### src/core/tpw_pkg.sv
// Constants for the 16-bit PWM / free-running timer channel.
// Assumes an APB master on one clock; count clock equals MCLK.
package tpw_pkg;
  localparam logic [7:0]  OFS_CTRL  = 8'h00;
  localparam logic [7:0]  OFS_OPT   = 8'h04;
  localparam logic [7:0]  OFS_EDGE  = 8'h08;
  localparam logic [7:0]  OFS_CMP0  = 8'h0C;
  localparam logic [7:0]  OFS_CMP1  = 8'h10;
  localparam logic [7:0]  OFS_COUNT = 8'h14;
  localparam int          CTRL_RUN_BIT  = 0;
  localparam int          CTRL_MODE_LSB = 1;
  localparam int          OPT_OVF_BIT   = 0;
  localparam int          OPT_CCS0_BIT  = 4;
  localparam int          OPT_CCS1_BIT  = 5;
  localparam logic [2:0]  MODE_PWM  = 3'h4;
  localparam logic [2:0]  MODE_FREE = 3'h5;
  localparam logic [15:0] CNT_IDLE  = 16'hFFFF;
  localparam logic [15:0] CNT_ZERO  = 16'h0000;
  localparam logic [15:0] CMP_RESET = 16'h0000;
  localparam logic [1:0]  EDGE_NONE = 2'h0;
  localparam logic [1:0]  EDGE_RISE = 2'h1;
  localparam logic [1:0]  EDGE_FALL = 2'h2;
  localparam logic [1:0]  EDGE_BOTH = 2'h3;
endpackage

### src/core/tpw_edge.sv
// Valid-edge detector for one capture input.
// Assumes the input is already synchronous to MCLK.
`timescale 1ns/1ps
module tpw_edge
  import tpw_pkg::*;
(
  input  wire logic       clk,
  input  wire logic       rst_n,
  input  wire logic       pin,
  input  wire logic [1:0] sel,
  output logic            edge_seen
);
  logic prev_q;
  logic prev_d;

  always_comb begin
    prev_d = pin;
    case (sel)
      EDGE_RISE: edge_seen = pin & ~prev_q;
      EDGE_FALL: edge_seen = ~pin & prev_q;
      EDGE_BOTH: edge_seen = pin ^ prev_q;
      default:   edge_seen = 1'b0;
    endcase
  end

  always_ff @(posedge clk) begin
    if (!rst_n) begin
      prev_q <= 1'b0;
    end else begin
      prev_q <= prev_d;
    end
  end
endmodule // tpw_edge

### src/core/tpw_ccr.sv
// One compare/capture register with its shadow buffer.
// Assumes write and capture strobes are single-cycle; load may be held high for many cycles.
`timescale 1ns/1ps
module tpw_ccr
  import tpw_pkg::*;
#(
  parameter int W = 16
) (
  input  wire logic         clk,
  input  wire logic         rst_n,
  input  wire logic         wr,
  input  wire logic [W-1:0] wdata,
  input  wire logic         cap,
  input  wire logic [W-1:0] cnt,
  input  wire logic         load,
  output logic      [W-1:0] ccr_q,
  output logic      [W-1:0] shadow_q
);
  logic [W-1:0] ccr_d;
  logic [W-1:0] shadow_d;

  always_comb begin
    ccr_d    = ccr_q;
    shadow_d = shadow_q;
    // A capture beats a software write in the same cycle
    if (cap) begin
      ccr_d = cnt;
    end else if (wr) begin
      ccr_d = wdata;
    end
    if (load) begin
      shadow_d = ccr_q;
    end
  end

  always_ff @(posedge clk) begin
    if (!rst_n) begin
      ccr_q    <= CMP_RESET;
      shadow_q <= CMP_RESET;
    end else begin
      ccr_q    <= ccr_d;
      shadow_q <= shadow_d;
    end
  end
endmodule // tpw_ccr

### src/core/tpw_timer.sv
// Timer channel top: APB registers, counter, PWM and free-running modes.
// Assumes APB master on MCLK and capture pins synchronous to MCLK.
`timescale 1ns/1ps
module tpw_timer
  import tpw_pkg::*;
(
  input  wire logic        MCLK,
  input  wire logic        RESETN,
  input  wire logic        PSEL,
  input  wire logic        PENABLE,
  input  wire logic        PWRITE,
  input  wire logic [7:0]  PADDR,
  input  wire logic [31:0] PWDATA,
  output logic      [31:0] PRDATA,
  output logic             PREADY,
  output logic             PSLVERR,
  input  wire logic [1:0]  CAPTURE_INPUT_M,
  output logic             TIMER_OUT_ZERO,
  output logic             TIMER_OUT_ONE,
  output logic             COMPARE0_IRQ,
  output logic             COMPARE1_IRQ,
  output logic             OVERFLOW_IRQ
);
  logic        run_q, run_d;
  logic [2:0]  mode_q, mode_d;
  logic        ovf_flag_q, ovf_flag_d;
  logic [1:0]  ccs_q, ccs_d;
  logic [3:0]  edge_sel_q, edge_sel_d;
  logic [31:0] rdata_q, rdata_d;
  logic        ready_q, ready_d;
  logic        err_q, err_d;
  logic [15:0] cnt_q, cnt_d;
  logic        started_q, started_d;
  logic        pend_q, pend_d;
  logic [1:0]  out_q, out_d;
  logic [1:0]  cc_irq_q, cc_irq_d;
  logic        ovf_irq_q, ovf_irq_d;
  logic        setup, access, wr_en, mapped;
  logic        pwm, free, active, wrap, xfer, ovf_evt, load;
  logic [1:0]  cmp_wr, cap_edge, cap_hit, cap_sel;
  logic [15:0] ccr [2];
  logic [15:0] sh [2];
  logic [15:0] sh1_nx;

  assign setup  = PSEL & ~PENABLE;
  assign access = PSEL & PENABLE & ready_q;
  assign wr_en  = access & PWRITE & ~err_q;
  assign mapped = (PADDR == OFS_CTRL) || (PADDR == OFS_OPT) || (PADDR == OFS_EDGE)
               || (PADDR == OFS_CMP0) || (PADDR == OFS_CMP1) || (PADDR == OFS_COUNT);
  assign cmp_wr[0] = wr_en & (PADDR == OFS_CMP0);
  assign cmp_wr[1] = wr_en & (PADDR == OFS_CMP1);

  assign pwm    = (mode_q == MODE_PWM);
  assign free   = (mode_q == MODE_FREE);
  assign active = run_q & (pwm | free);
  // Capture selects mean nothing in PWM mode
  assign cap_sel = free ? ccs_q : 2'b00;
  assign wrap    = active & started_q & pwm & (cnt_q == sh[0]);
  assign xfer    = wrap & pend_q;
  // While stopped the shadows track the registers so a start uses fresh values
  assign load    = xfer | ~active;
  assign sh1_nx  = xfer ? ccr[1] : sh[1];
  assign ovf_evt = active & started_q & free & (cnt_q == CNT_IDLE);

  genvar g;
  generate
    for (g = 0; g < 2; g++) begin : g_ch
      tpw_edge u_edge (
        .clk       (MCLK),
        .rst_n     (RESETN),
        .pin       (CAPTURE_INPUT_M[g]),
        .sel       (edge_sel_q[2*g +: 2]),
        .edge_seen (cap_edge[g])
      );
      assign cap_hit[g] = active & started_q & cap_sel[g] & cap_edge[g];
      tpw_ccr #(.W(16)) u_ccr (
        .clk      (MCLK),
        .rst_n    (RESETN),
        .wr       (cmp_wr[g]),
        .wdata    (PWDATA[15:0]),
        .cap      (cap_hit[g]),
        .cnt      (cnt_q),
        .load     (load),
        .ccr_q    (ccr[g]),
        .shadow_q (sh[g])
      );
    end
  endgenerate

  // Register file and APB answer, one setup and one access cycle
  always_comb begin
    run_d      = run_q;
    mode_d     = mode_q;
    ccs_d      = ccs_q;
    edge_sel_d = edge_sel_q;
    ready_d    = setup;
    err_d      = setup & ~mapped;
    rdata_d    = rdata_q;
    if (setup) begin
      case (PADDR)
        OFS_CTRL:  rdata_d = {28'h0000000, mode_q, run_q};
        OFS_OPT:   rdata_d = {26'h0000000, ccs_q, 3'h0, ovf_flag_q};
        OFS_EDGE:  rdata_d = {28'h0000000, edge_sel_q};
        OFS_CMP0:  rdata_d = {16'h0000, ccr[0]};
        OFS_CMP1:  rdata_d = {16'h0000, ccr[1]};
        OFS_COUNT: rdata_d = {16'h0000, cnt_q};
        default:   rdata_d = 32'h00000000;
      endcase
    end
    if (wr_en && PADDR == OFS_CTRL) begin
      run_d  = PWDATA[CTRL_RUN_BIT];
      mode_d = PWDATA[CTRL_MODE_LSB +: 3];
    end
    if (wr_en && PADDR == OFS_OPT) begin
      ccs_d = {PWDATA[OPT_CCS1_BIT], PWDATA[OPT_CCS0_BIT]};
    end
    if (wr_en && PADDR == OFS_EDGE) begin
      edge_sel_d = PWDATA[3:0];
    end
  end

  // Flag clears only by a write with bit 0 low; an overflow in that cycle wins
  always_comb begin
    ovf_flag_d = ovf_flag_q;
    if (wr_en && PADDR == OFS_OPT && !PWDATA[OPT_OVF_BIT]) begin
      ovf_flag_d = 1'b0;
    end
    if (ovf_evt) begin
      ovf_flag_d = 1'b1;
    end
  end

  // Transfer arms only on a compare-1 write; a write in the transfer cycle re-arms
  always_comb begin
    pend_d = pend_q & ~xfer;
    if (cmp_wr[1]) begin
      pend_d = 1'b1;
    end
  end

  // Counter, outputs and interrupt pulses
  always_comb begin
    cnt_d     = cnt_q;
    started_d = started_q;
    out_d     = out_q;
    cc_irq_d  = 2'b00;
    ovf_irq_d = 1'b0;
    if (!active) begin
      cnt_d     = CNT_IDLE;
      started_d = 1'b0;
      out_d     = 2'b00;
    end else if (!started_q) begin
      cnt_d     = CNT_ZERO;
      started_d = 1'b1;
      if (pwm) begin
        out_d[0] = ~out_q[0];
        out_d[1] = (CNT_ZERO < sh1_nx);
        cc_irq_d[1] = (sh1_nx == CNT_ZERO);
      end else begin
        out_d = ~out_q;
      end
    end else if (pwm) begin
      cnt_d = wrap ? CNT_ZERO : 16'(cnt_q + 16'h0001);
      // Zero and compare1 > compare0 both fall out of this compare
      out_d[1]    = (cnt_d < sh1_nx);
      out_d[0]    = wrap ? ~out_q[0] : out_q[0];
      cc_irq_d[0] = wrap;
      cc_irq_d[1] = (cnt_d == sh1_nx);
    end else begin
      cnt_d     = 16'(cnt_q + 16'h0001);
      ovf_irq_d = ovf_evt;
      for (int m = 0; m < 2; m++) begin
        // Compares use the live register, not a shadow
        if (!ccs_q[m] && cnt_q == ccr[m]) begin
          cc_irq_d[m] = 1'b1;
          out_d[m]    = ~out_q[m];
        end
        if (cap_hit[m]) begin
          cc_irq_d[m] = 1'b1;
        end
      end
    end
  end

  always_ff @(posedge MCLK) begin
    if (!RESETN) begin
      run_q      <= 1'b0;
      mode_q     <= 3'h0;
      ovf_flag_q <= 1'b0;
      ccs_q      <= 2'b00;
      edge_sel_q <= 4'h0;
      rdata_q    <= 32'h00000000;
      ready_q    <= 1'b0;
      err_q      <= 1'b0;
      cnt_q      <= CNT_IDLE;
      started_q  <= 1'b0;
      pend_q     <= 1'b0;
      out_q      <= 2'b00;
      cc_irq_q   <= 2'b00;
      ovf_irq_q  <= 1'b0;
    end else begin
      run_q      <= run_d;
      mode_q     <= mode_d;
      ovf_flag_q <= ovf_flag_d;
      ccs_q      <= ccs_d;
      edge_sel_q <= edge_sel_d;
      rdata_q    <= rdata_d;
      ready_q    <= ready_d;
      err_q      <= err_d;
      cnt_q      <= cnt_d;
      started_q  <= started_d;
      pend_q     <= pend_d;
      out_q      <= out_d;
      cc_irq_q   <= cc_irq_d;
      ovf_irq_q  <= ovf_irq_d;
    end
  end

  assign PRDATA         = rdata_q;
  assign PREADY         = ready_q;
  assign PSLVERR        = err_q;
  assign TIMER_OUT_ZERO = out_q[0];
  assign TIMER_OUT_ONE  = out_q[1];
  assign COMPARE0_IRQ   = cc_irq_q[0];
  assign COMPARE1_IRQ   = cc_irq_q[1];
  assign OVERFLOW_IRQ   = ovf_irq_q;

  logic pwm_on;
  assign pwm_on = run_q & pwm & started_q;
endmodule // tpw_timer

### config.mk
export PLATFORM = sky130hd
export DESIGN_NAME = tpw_timer
export DESIGN_NICKNAME = d
export VERILOG_FILES = /design/src/core/tpw_pkg.sv /design/src/core/tpw_edge.sv /design/src/core/tpw_ccr.sv /design/src/core/tpw_timer.sv
export SDC_FILE = /design/constraint.sdc
export NUM_CORES = 1
export LEC_CHECK = 0
export BUFFER_PORTS_ARGS = -buffer_cell sky130_fd_sc_hd__buf_2
export CORE_MARGIN = 2
export CORE_UTILIZATION = 57
export DETAILED_ROUTE_END_ITERATION = 8
export GPL_ROUTABILITY_DRIVEN = 1
export PLACE_DENSITY = 0.79
export SYNTH_ARGS = -nofsm -noshare
export SYNTH_HDL_FRONTEND = slang
export SYNTH_HIERARCHICAL = 1
export SYNTH_SLANG_ARGS = --single-unit
### constraint.sdc
create_clock -name MCLK -period 3.5 [get_ports MCLK]
set_input_delay 0.35 -clock MCLK [delete_from_list [all_inputs] [get_ports MCLK]]
set_output_delay 0.35 -clock MCLK [all_outputs]
set_load 0.05 [all_outputs]
==> results of run 1 <==
sequential cells by signal (all words and copies together), names as in the netlist:
signal,count
PRDATA,16
g_ch.u_edge/prev_q,2
OVERFLOW_IRQ,1
PSLVERR,1
pend_q,1
started_q,1
out_q,2
ccs_q,2
cc_irq_q,2
edge_sel_q,4
ovf_flag_q,1
g_ch.u_ccr/ccr_q,32
cnt_q,16
run_q,1
mode_q,3
g_ch.u_ccr/shadow_q,32
PREADY,1
power groups by stage:
stage | clock [mW] | sequential (mW) | combinational (mW)
finish | 1.74 | 1.35 | 0.127
global route | 1.81 | 1.35 | 0.133
CTS | 1.75 | 1.35 | 0.125
detailed placement | 0 | 1.38 | 0.125
global placement | 0 | 1.38 | 0.122
floorplan | 0 | 1.39 | 0.0947
cell families (layout without fill, tap and decap cells):
| logic type | after synthesis | count (layout) | share of synthesized area |
|---|---|---|---|
| buf+inv | 77 | 123 | 0.06612 |
| compound gates | 123 | 123 | 0.1367 |
| fa+ha+maj | 21 | 21 | 0.03783 |
| xor+xnor | 63 | 63 | 0.07945 |
| flops | 118 | 118 | 0.3401 |
| other cells | 1 | 16 | 0.0005399 |
| simple gates | 226 | 226 | 0.1884 |
| mux | 93 | 93 | 0.1508 |
layer usage:
metal / global-route usage / up-vias / part of all wire
met2: 0.4848 / 229 / 0.50
met1: 0.3489 / 2724 / 0.42
li1: - / 2638 / -
met4: 0.1154 / 0 / 0.022
met5: 0 / - / 0
met3: 0.06564 / 43 / 0.067
synthesized netlist by cell type, drive strengths merged (11+ instances only):
library cell  number
dfxtp            118
mux2i             60
nor2b             47
buf               43
nor2              40
xor2              35
o211a             34
mux2              33
nand2b            33
nand2             31
o21ai             29
xnor2             28
clkbuf            26
ha                21
nand3             18
a21oi             14
a22oi             13
nand4             11
nor4              11
cell type report:
class / instances / area share
Multi-Input combinational cell: 542 / 0.5325
Timing Repair Buffer: 84 / 0.06499
Inverter: 8 / 0.003823
Clock buffer: 23 / 0.06212
Clock inverter: 8 / 0.01242
Tap cell: 147 / 0.02342
Sequential cell: 118 / 0.3007
metrics by stage:
stage          hold WS [ns]    util  setup WS, ns
2_1_floorplan        0.4567       -        0.3565
3_3_place_gp         0.4645  0.6077        0.3901
3_5_place_dp         0.4674  0.6077        0.2907
4_1_cts              0.1620  0.6567        0.2574
5_1_grt              0.1765  0.6567      0.009014
6_report             0.1690  0.6567        0.1867
worst register-to-register path, delay by kind of cell (launching register included):
kind	cells	cell delay [ns]
DFF	1	0.32
and+or+nand+nor	7	1.93
muxes	1	0.19
adders and majority gates	1	0.31
buffers and inverters	1	0.20
AOI/OAI and AO/OA	1	0.11
xor gates and xnor gates	1	0.17
final timing paths:
check / start / end / slack, ns / cells after the start
max: cnt_q[1] / cc_irq_q[1] / 0.19 / 12
min: CAPTURE_INPUT_M[0] / g_ch[0].u_edge/prev_q / 0.17 / 2
max reg2reg: cnt_q[1] / cc_irq_q[1] / 0.19 / 12
min reg2reg: PRDATA[13] / PRDATA[13] / 0.48 / 1
==> summary.md, run 1 <==
| Metric | Value |
|---|---|
| 1st-iter DRT viols | 453 |
| Leak Pwr | 3.839 nW |
| Most common cell after layout, fill and taps aside | dfxtp_1 |
| FF+latch area | 2362 um2 |
| Switch Pwr | 718.4 uW |
| Status | finished, final reports clean |
| Placer's final routability congestion estimate | 0.9446 |
| Root Driver | clkbuf_16 |
| Synth Cell Area | 6945 um2 |
| Hold Path Class | input port to flip-flop |
| Die ar. | 13080 um2 |
| Mapped Cells | 722 |
| Power Density | 409.0 nW/um2 |
| First-pass DRT Iterations | 5 |
| Cell accounting for the most synthesized area | dfxtp_1 |
| Unrepaired setup endpoints after global routing | false |
| Cell mode on critical path | nor4_2 |
| Fin nets | 839 |
| Post-synth EDFFs | 0 |
| Max stage delay on crit path | 0.44 ns |
| Ys async rst share | 0 |
| TritonCTS Buffers | 17 |
| Post-route design area | 7855 um2 |
| Crit-path max FO | 11 |
| Maximum clock frequency | 301.8 MHz |
| Final hold violation count | 0 |
| Num Clock Sinks | 118 |
| DRC | 0 |
| Max-slew headroom | 0.2301 |
| Highest-count cells in the layout ignoring fill and taps | 118 x dfxtp_1, 60 x mux2i_1, 53 x buf_2 |
| Top cell type's share of synthesized area | 0.3401 |
| Sequential power share | 0.420 |
| Critical path arrival | 3.65 ns |
| Total Power | 3.213 mW |
| Remaining antenna violation count | 0 |
| TNS Setup | 0 ns |
| Post-cts resize count | 0 |
| Int Pwr | 2.494 mW |
| Drt total wl | 18400 um |
| Fin crit share | 0.9466 |
| Layout cells sized above 1 | 0.2082 |
| Sw Share | 0.2236 |
| Die height | 114.4 um |
| Max stage delay cell, worst path | nor4_1 |
| Syn Area/Cell | 9.620 um2 |
| Area of the multi-input gates | 4183 um2 |
| Clock Power Share | 0.540 |
| Synth warnings | 6 |
| Synth cell types | 66 |
| Worst Path Required | 3.83 ns |
| Cts hold-fix bufs | 0 |
| Worst setup SP type | flip-flop |
| Max_cap viols | 0 |
| Critical Path End Type | flip-flop |
| Top FF cell, synth | dfxtp_1 |
| DIE WIDTH | 114.4 um |
| I/O pin count | 86 |
| Post-CTS setup buffer count | 0 |
| Htree depth | 4 |
| VDD IR max | 0.0003094 V |
| Max clock buf depth | 2 |
| Number of I/O port buffers | 53 |
| Final Max Slew Viols | 0 |
| Vias in the first global route | 5533 |
| Critical path buffer and inverter count | 1 |
| Cell Chain, Critical Path | xor2_1, nor4_2, nand3_2, nor4_2, nand2_2, mux2i_1, ha_1, nand4_1, nor4_1, buf_4, a41oi_1, nor3_1 |
| Via density | 6.058 |
| Tot GR Track Use | 0.2854 |
| Sequential element share of the synthesized area | 0.3401 |
| Ant diodes | 0 |
| Tmin final | 3.313 ns |
| Clock transition at the registers of the reported paths | 0.05 ns |
| Dpl hpwl | 12960 um |
| Initial antenna violation count | 0 |
| Drt wl/cell | 19.78 um |
| First-pass GRT wire length | 28550 um |
| Measured slew at the worst slew-check pin | 1.152 ns |
| Grt ovf | 0 |
| Delay-heaviest family, CP | simple AND/OR/NAND/NOR gates |
| Clk Latency, worst-skew pair | 0.43 ns |
| Kind of critical path | flip-flop to flip-flop |
| Via count | 5634 |
| Setup-failing EPs final | 0 |
| Final non-filler cell total | 930 |
| Largest net degree at the start of global routing | 48 |
| FF+latch count, synth | 118 |
| Comb power frac | 0.039 |
| Cell Area, Placed | 7269 um2 |
| TritonCTS clock tree | built |
| Initial core utilization | 0.5806 |
| Num rows | 40 |
| Area growth from synthesis to layout | 13.10% |
| Core footprint | 11960 um2 |
| # fillers | 965 |
| Synth top area cells | dfxtp_1 34%, mux2i_1 8.6%, o211a_1 4.9%, xor2_1 4.4%, mux2_4 4.3% |
| Placed insts | 899 |
| Fin Clk Skew | 0.006323 ns |
Note: power is estimated with default switching activity, not from simulation.
==> run 2, diff against run 1 <==
- CORE_UTILIZATION: 57 -> 30
- PLACE_DENSITY: 0.79 -> default
==> run 2 against run 1 <==
- worst hold slack worse by 0.0032 ns
- largest cell class unchanged
- sequential cell count is the same
- cell area up 2.8%
- highest routed layer unchanged
- combinational power grew 3%
- wire length rose by 3.2%
- cell count grew 15%
- critical path depth increased by 1
==> summary.md, run 2 (same netlist as run 1, synthesis figures left out) <==
| Metric | Value |
|---|---|
| Total Power | 3.360 mW (+4.6%) |
| Max_cap viols | 0 (unchanged) |
| Via density | 5.076 (-16%) |
| Maximum clock frequency | 314.2 MHz (+4.1%) |
| Clock Power Share | 0.560 (+0.020) |
| Cell Chain, Critical Path | xor2_1, nor4_2, nand3_2, nor4_2, nand2_2, mux2i_1, ha_1, nand4_1, nor4_1, buf_4, a211oi_1, o311ai_0, o32ai_1 |
| Clock transition at the registers of the reported paths | 0.06 ns (about the same) |
| Unrepaired setup endpoints after global routing | false |
| Crit-path max FO | 11 (unchanged) |
| Most common cell after layout, fill and taps aside | dfxtp_1 |
| Num rows | 55 (+38%) |
| Placer's final routability congestion estimate | 0.8396 (-11%) |
| 1st-iter DRT viols | 332 (-27%) |
| Cell Area, Placed | 7435 um2 (+2.3%) |
| Initial core utilization | 0.3058 (-0.2748) |
| Status | finished, final reports clean |
| Switch Pwr | 756.6 uW (+5.3%) |
| Max stage delay on crit path | 0.34 ns (-0.10 ns) |
| Grt ovf | 0 (unchanged) |
| Area growth from synthesis to layout | 16.21% |
| Root Driver | clkbuf_16 |
| Power Density | 416.3 nW/um2 (+1.8%) |
| Sw Share | 0.2252 (+0.001576) |
| Worst setup SP type | flip-flop |
| Vias in the first global route | 5138 (-7.1%) |
| Post-layout util | 0.3554 (-0.3013) |
| Via count | 5421 (-3.8%) |
| Setup-failing EPs final | 0 (unchanged) |
| Fin nets | 838 (-0.12%) |
| Tmin final | 3.182 ns (-0.1310 ns) |
| VDD IR max | 0.0003172 V (+2.5%) |
| First-pass GRT wire length | 29310 um (+2.7%) |
| Hold Path Class | input port to flip-flop |
| Highest-count cells in the layout ignoring fill and taps | 118 x dfxtp_1, 60 x mux2i_1, 53 x buf_2 |
| Dpl ws | 0.2935 ns (+0.002795 ns) |
| Largest net degree at the start of global routing | 83 (+73%) |
| Htree depth | 4 (unchanged) |
| Initial antenna violation count | 0 (unchanged) |
| Post-CTS setup buffer count | 0 (unchanged) |
| Final hold violation count | 0 (unchanged) |
| I/O pin count | 86 (unchanged) |
| Int Pwr | 2.603 mW (+4.4%) |
| Core footprint | 22710 um2 (+90%) |
| Final Max Slew Viols | 0 (unchanged) |
| Die ar. | 24380 um2 (+86%) |
| Layout cells sized above 1 | 0.2120 (+0.003831) |
| Number of I/O port buffers | 53 (unchanged) |
| Critical Path End Type | flip-flop |
| Max stage delay cell, worst path | ha_1 |
| Remaining antenna violation count | 0 (unchanged) |
| Post-route design area | 8071 um2 (+2.8%) |
| Ant diodes | 0 (unchanged) |
| Measured slew at the worst slew-check pin | 1.213 ns (+0.06037 ns) |
| TritonCTS Buffers | 17 (unchanged) |
| Drt wl/cell | 17.78 um (-10%) |
| Fin crit share | 0.9092 (-0.03743) |
| Delay-heaviest family, CP | simple AND/OR/NAND/NOR gates |
| Num Clock Sinks | 118 (unchanged) |
| Drt total wl | 18990 um (+3.2%) |
| Final non-filler cell total | 1068 (+15%) |
| Fin Clk Skew | 0.008411 ns (+0.002088 ns) |
| Hold_ws | 0.1658 ns (-0.003216 ns) |
| Clk Latency, worst-skew pair | 0.43 ns (about the same) |
| Critical path buffer and inverter count | 1 (unchanged) |
| Worst Path Required | 3.79 ns (-0.04 ns) |
| Max-slew headroom | 0.1898 (-0.04033) |
| Dpl hpwl | 13670 um (+5.5%) |
| TritonCTS clock tree | built |
| Cell mode on critical path | nor4_2 |
| First-pass DRT Iterations | 5 (unchanged) |
| Sequential power share | 0.402 (-0.018) |
| # fillers | 2330 (+140%) |
| Die height | 156.2 um (+37%) |
| Comb power frac | 0.039 (about the same) |
| Tot GR Track Use | 0.1579 (-0.1275) |
| Placed insts | 1036 (+15%) |
| TNS Setup | 0 ns (unchanged) |
| Fin worst setup slack | 0.3177 ns (+0.1310 ns) |
| Critical path arrival | 3.47 ns (-0.18 ns) |
| Regs by FF count | g_ch.u_ccr/ccr_q (32), g_ch.u_ccr/shadow_q (32) |
| DRC | 0 (unchanged) |
| Kind of critical path | flip-flop to flip-flop |
| Max clock buf depth | 2 (unchanged) |
| DIE WIDTH | 156.2 um (+37%) |
| Leak Pwr | 3.858 nW (+0.50%) |
==> run 2: per-layer routing <==
| metal | vias to the layer above | share of wire | global-route usage |
|---|---|---|---|
| li1 | 2627 | - | - |
| met1 | 2646 | 0.49 | 0.2173 |
| met2 | 131 | 0.45 | 0.2459 |
| met3 | 17 | 0.046 | 0.03694 |
| met4 | 0 | 0.012 | 0.04631 |
| met5 | - | 0 | 0 |
==> run 2: repair_timing <==
item,CTS,global route
setup endpoints to repair,0,1
hold buffers,0,0
endpoints found under the hold margin,0,0
resized for setup,0,1
==> run 2: area by class of cell <==
type | count | area [um2] | area share
clock buffers | 19 | 452.9 | 0.05612
clock inverters | 13 | 178.9 | 0.02217
inverters | 8 | 30.03 | 0.003720
multi-input cells | 542 | 4188 | 0.5188
flip-flops and latches | 118 | 2362 | 0.2927
well taps | 285 | 356.6 | 0.04418
repair buffers | 83 | 503.0 | 0.06232
==> run 2: worst paths after layout <==
path                           start               endpoint  slack [ns]  cells after the start
setup / recovery            cnt_q[1]               out_q[1]        0.32                     13
hold / removal    CAPTURE_INPUT_M[1]  g_ch[1].u_edge/prev_q        0.17                      2
setup reg to reg            cnt_q[1]               out_q[1]        0.32                     13
hold reg to reg           PRDATA[12]             PRDATA[12]        0.48                      1
==> run 2: worst register-to-register path, delay by kind of cell (launching register included) <==
kind            cells  cell delay (ns)
xor+xnor            1             0.18
buf+inv             1             0.18
fa+ha+maj           1             0.34
compound gates      3             0.35
simple gates        6             1.51
flops               1             0.32
mux                 1             0.20
==> run 2: power by group through the flow <==
stage / Clock [mW] / Sequential, mW / Combinational (mW)
after floorplan: 0 / 1.39 / 0.0947
after global placement: 0 / 1.38 / 0.131
after detailed placement: 0 / 1.38 / 0.131
after CTS: 1.90 / 1.35 / 0.131
after global routing: 1.97 / 1.35 / 0.139
final: 1.88 / 1.35 / 0.131
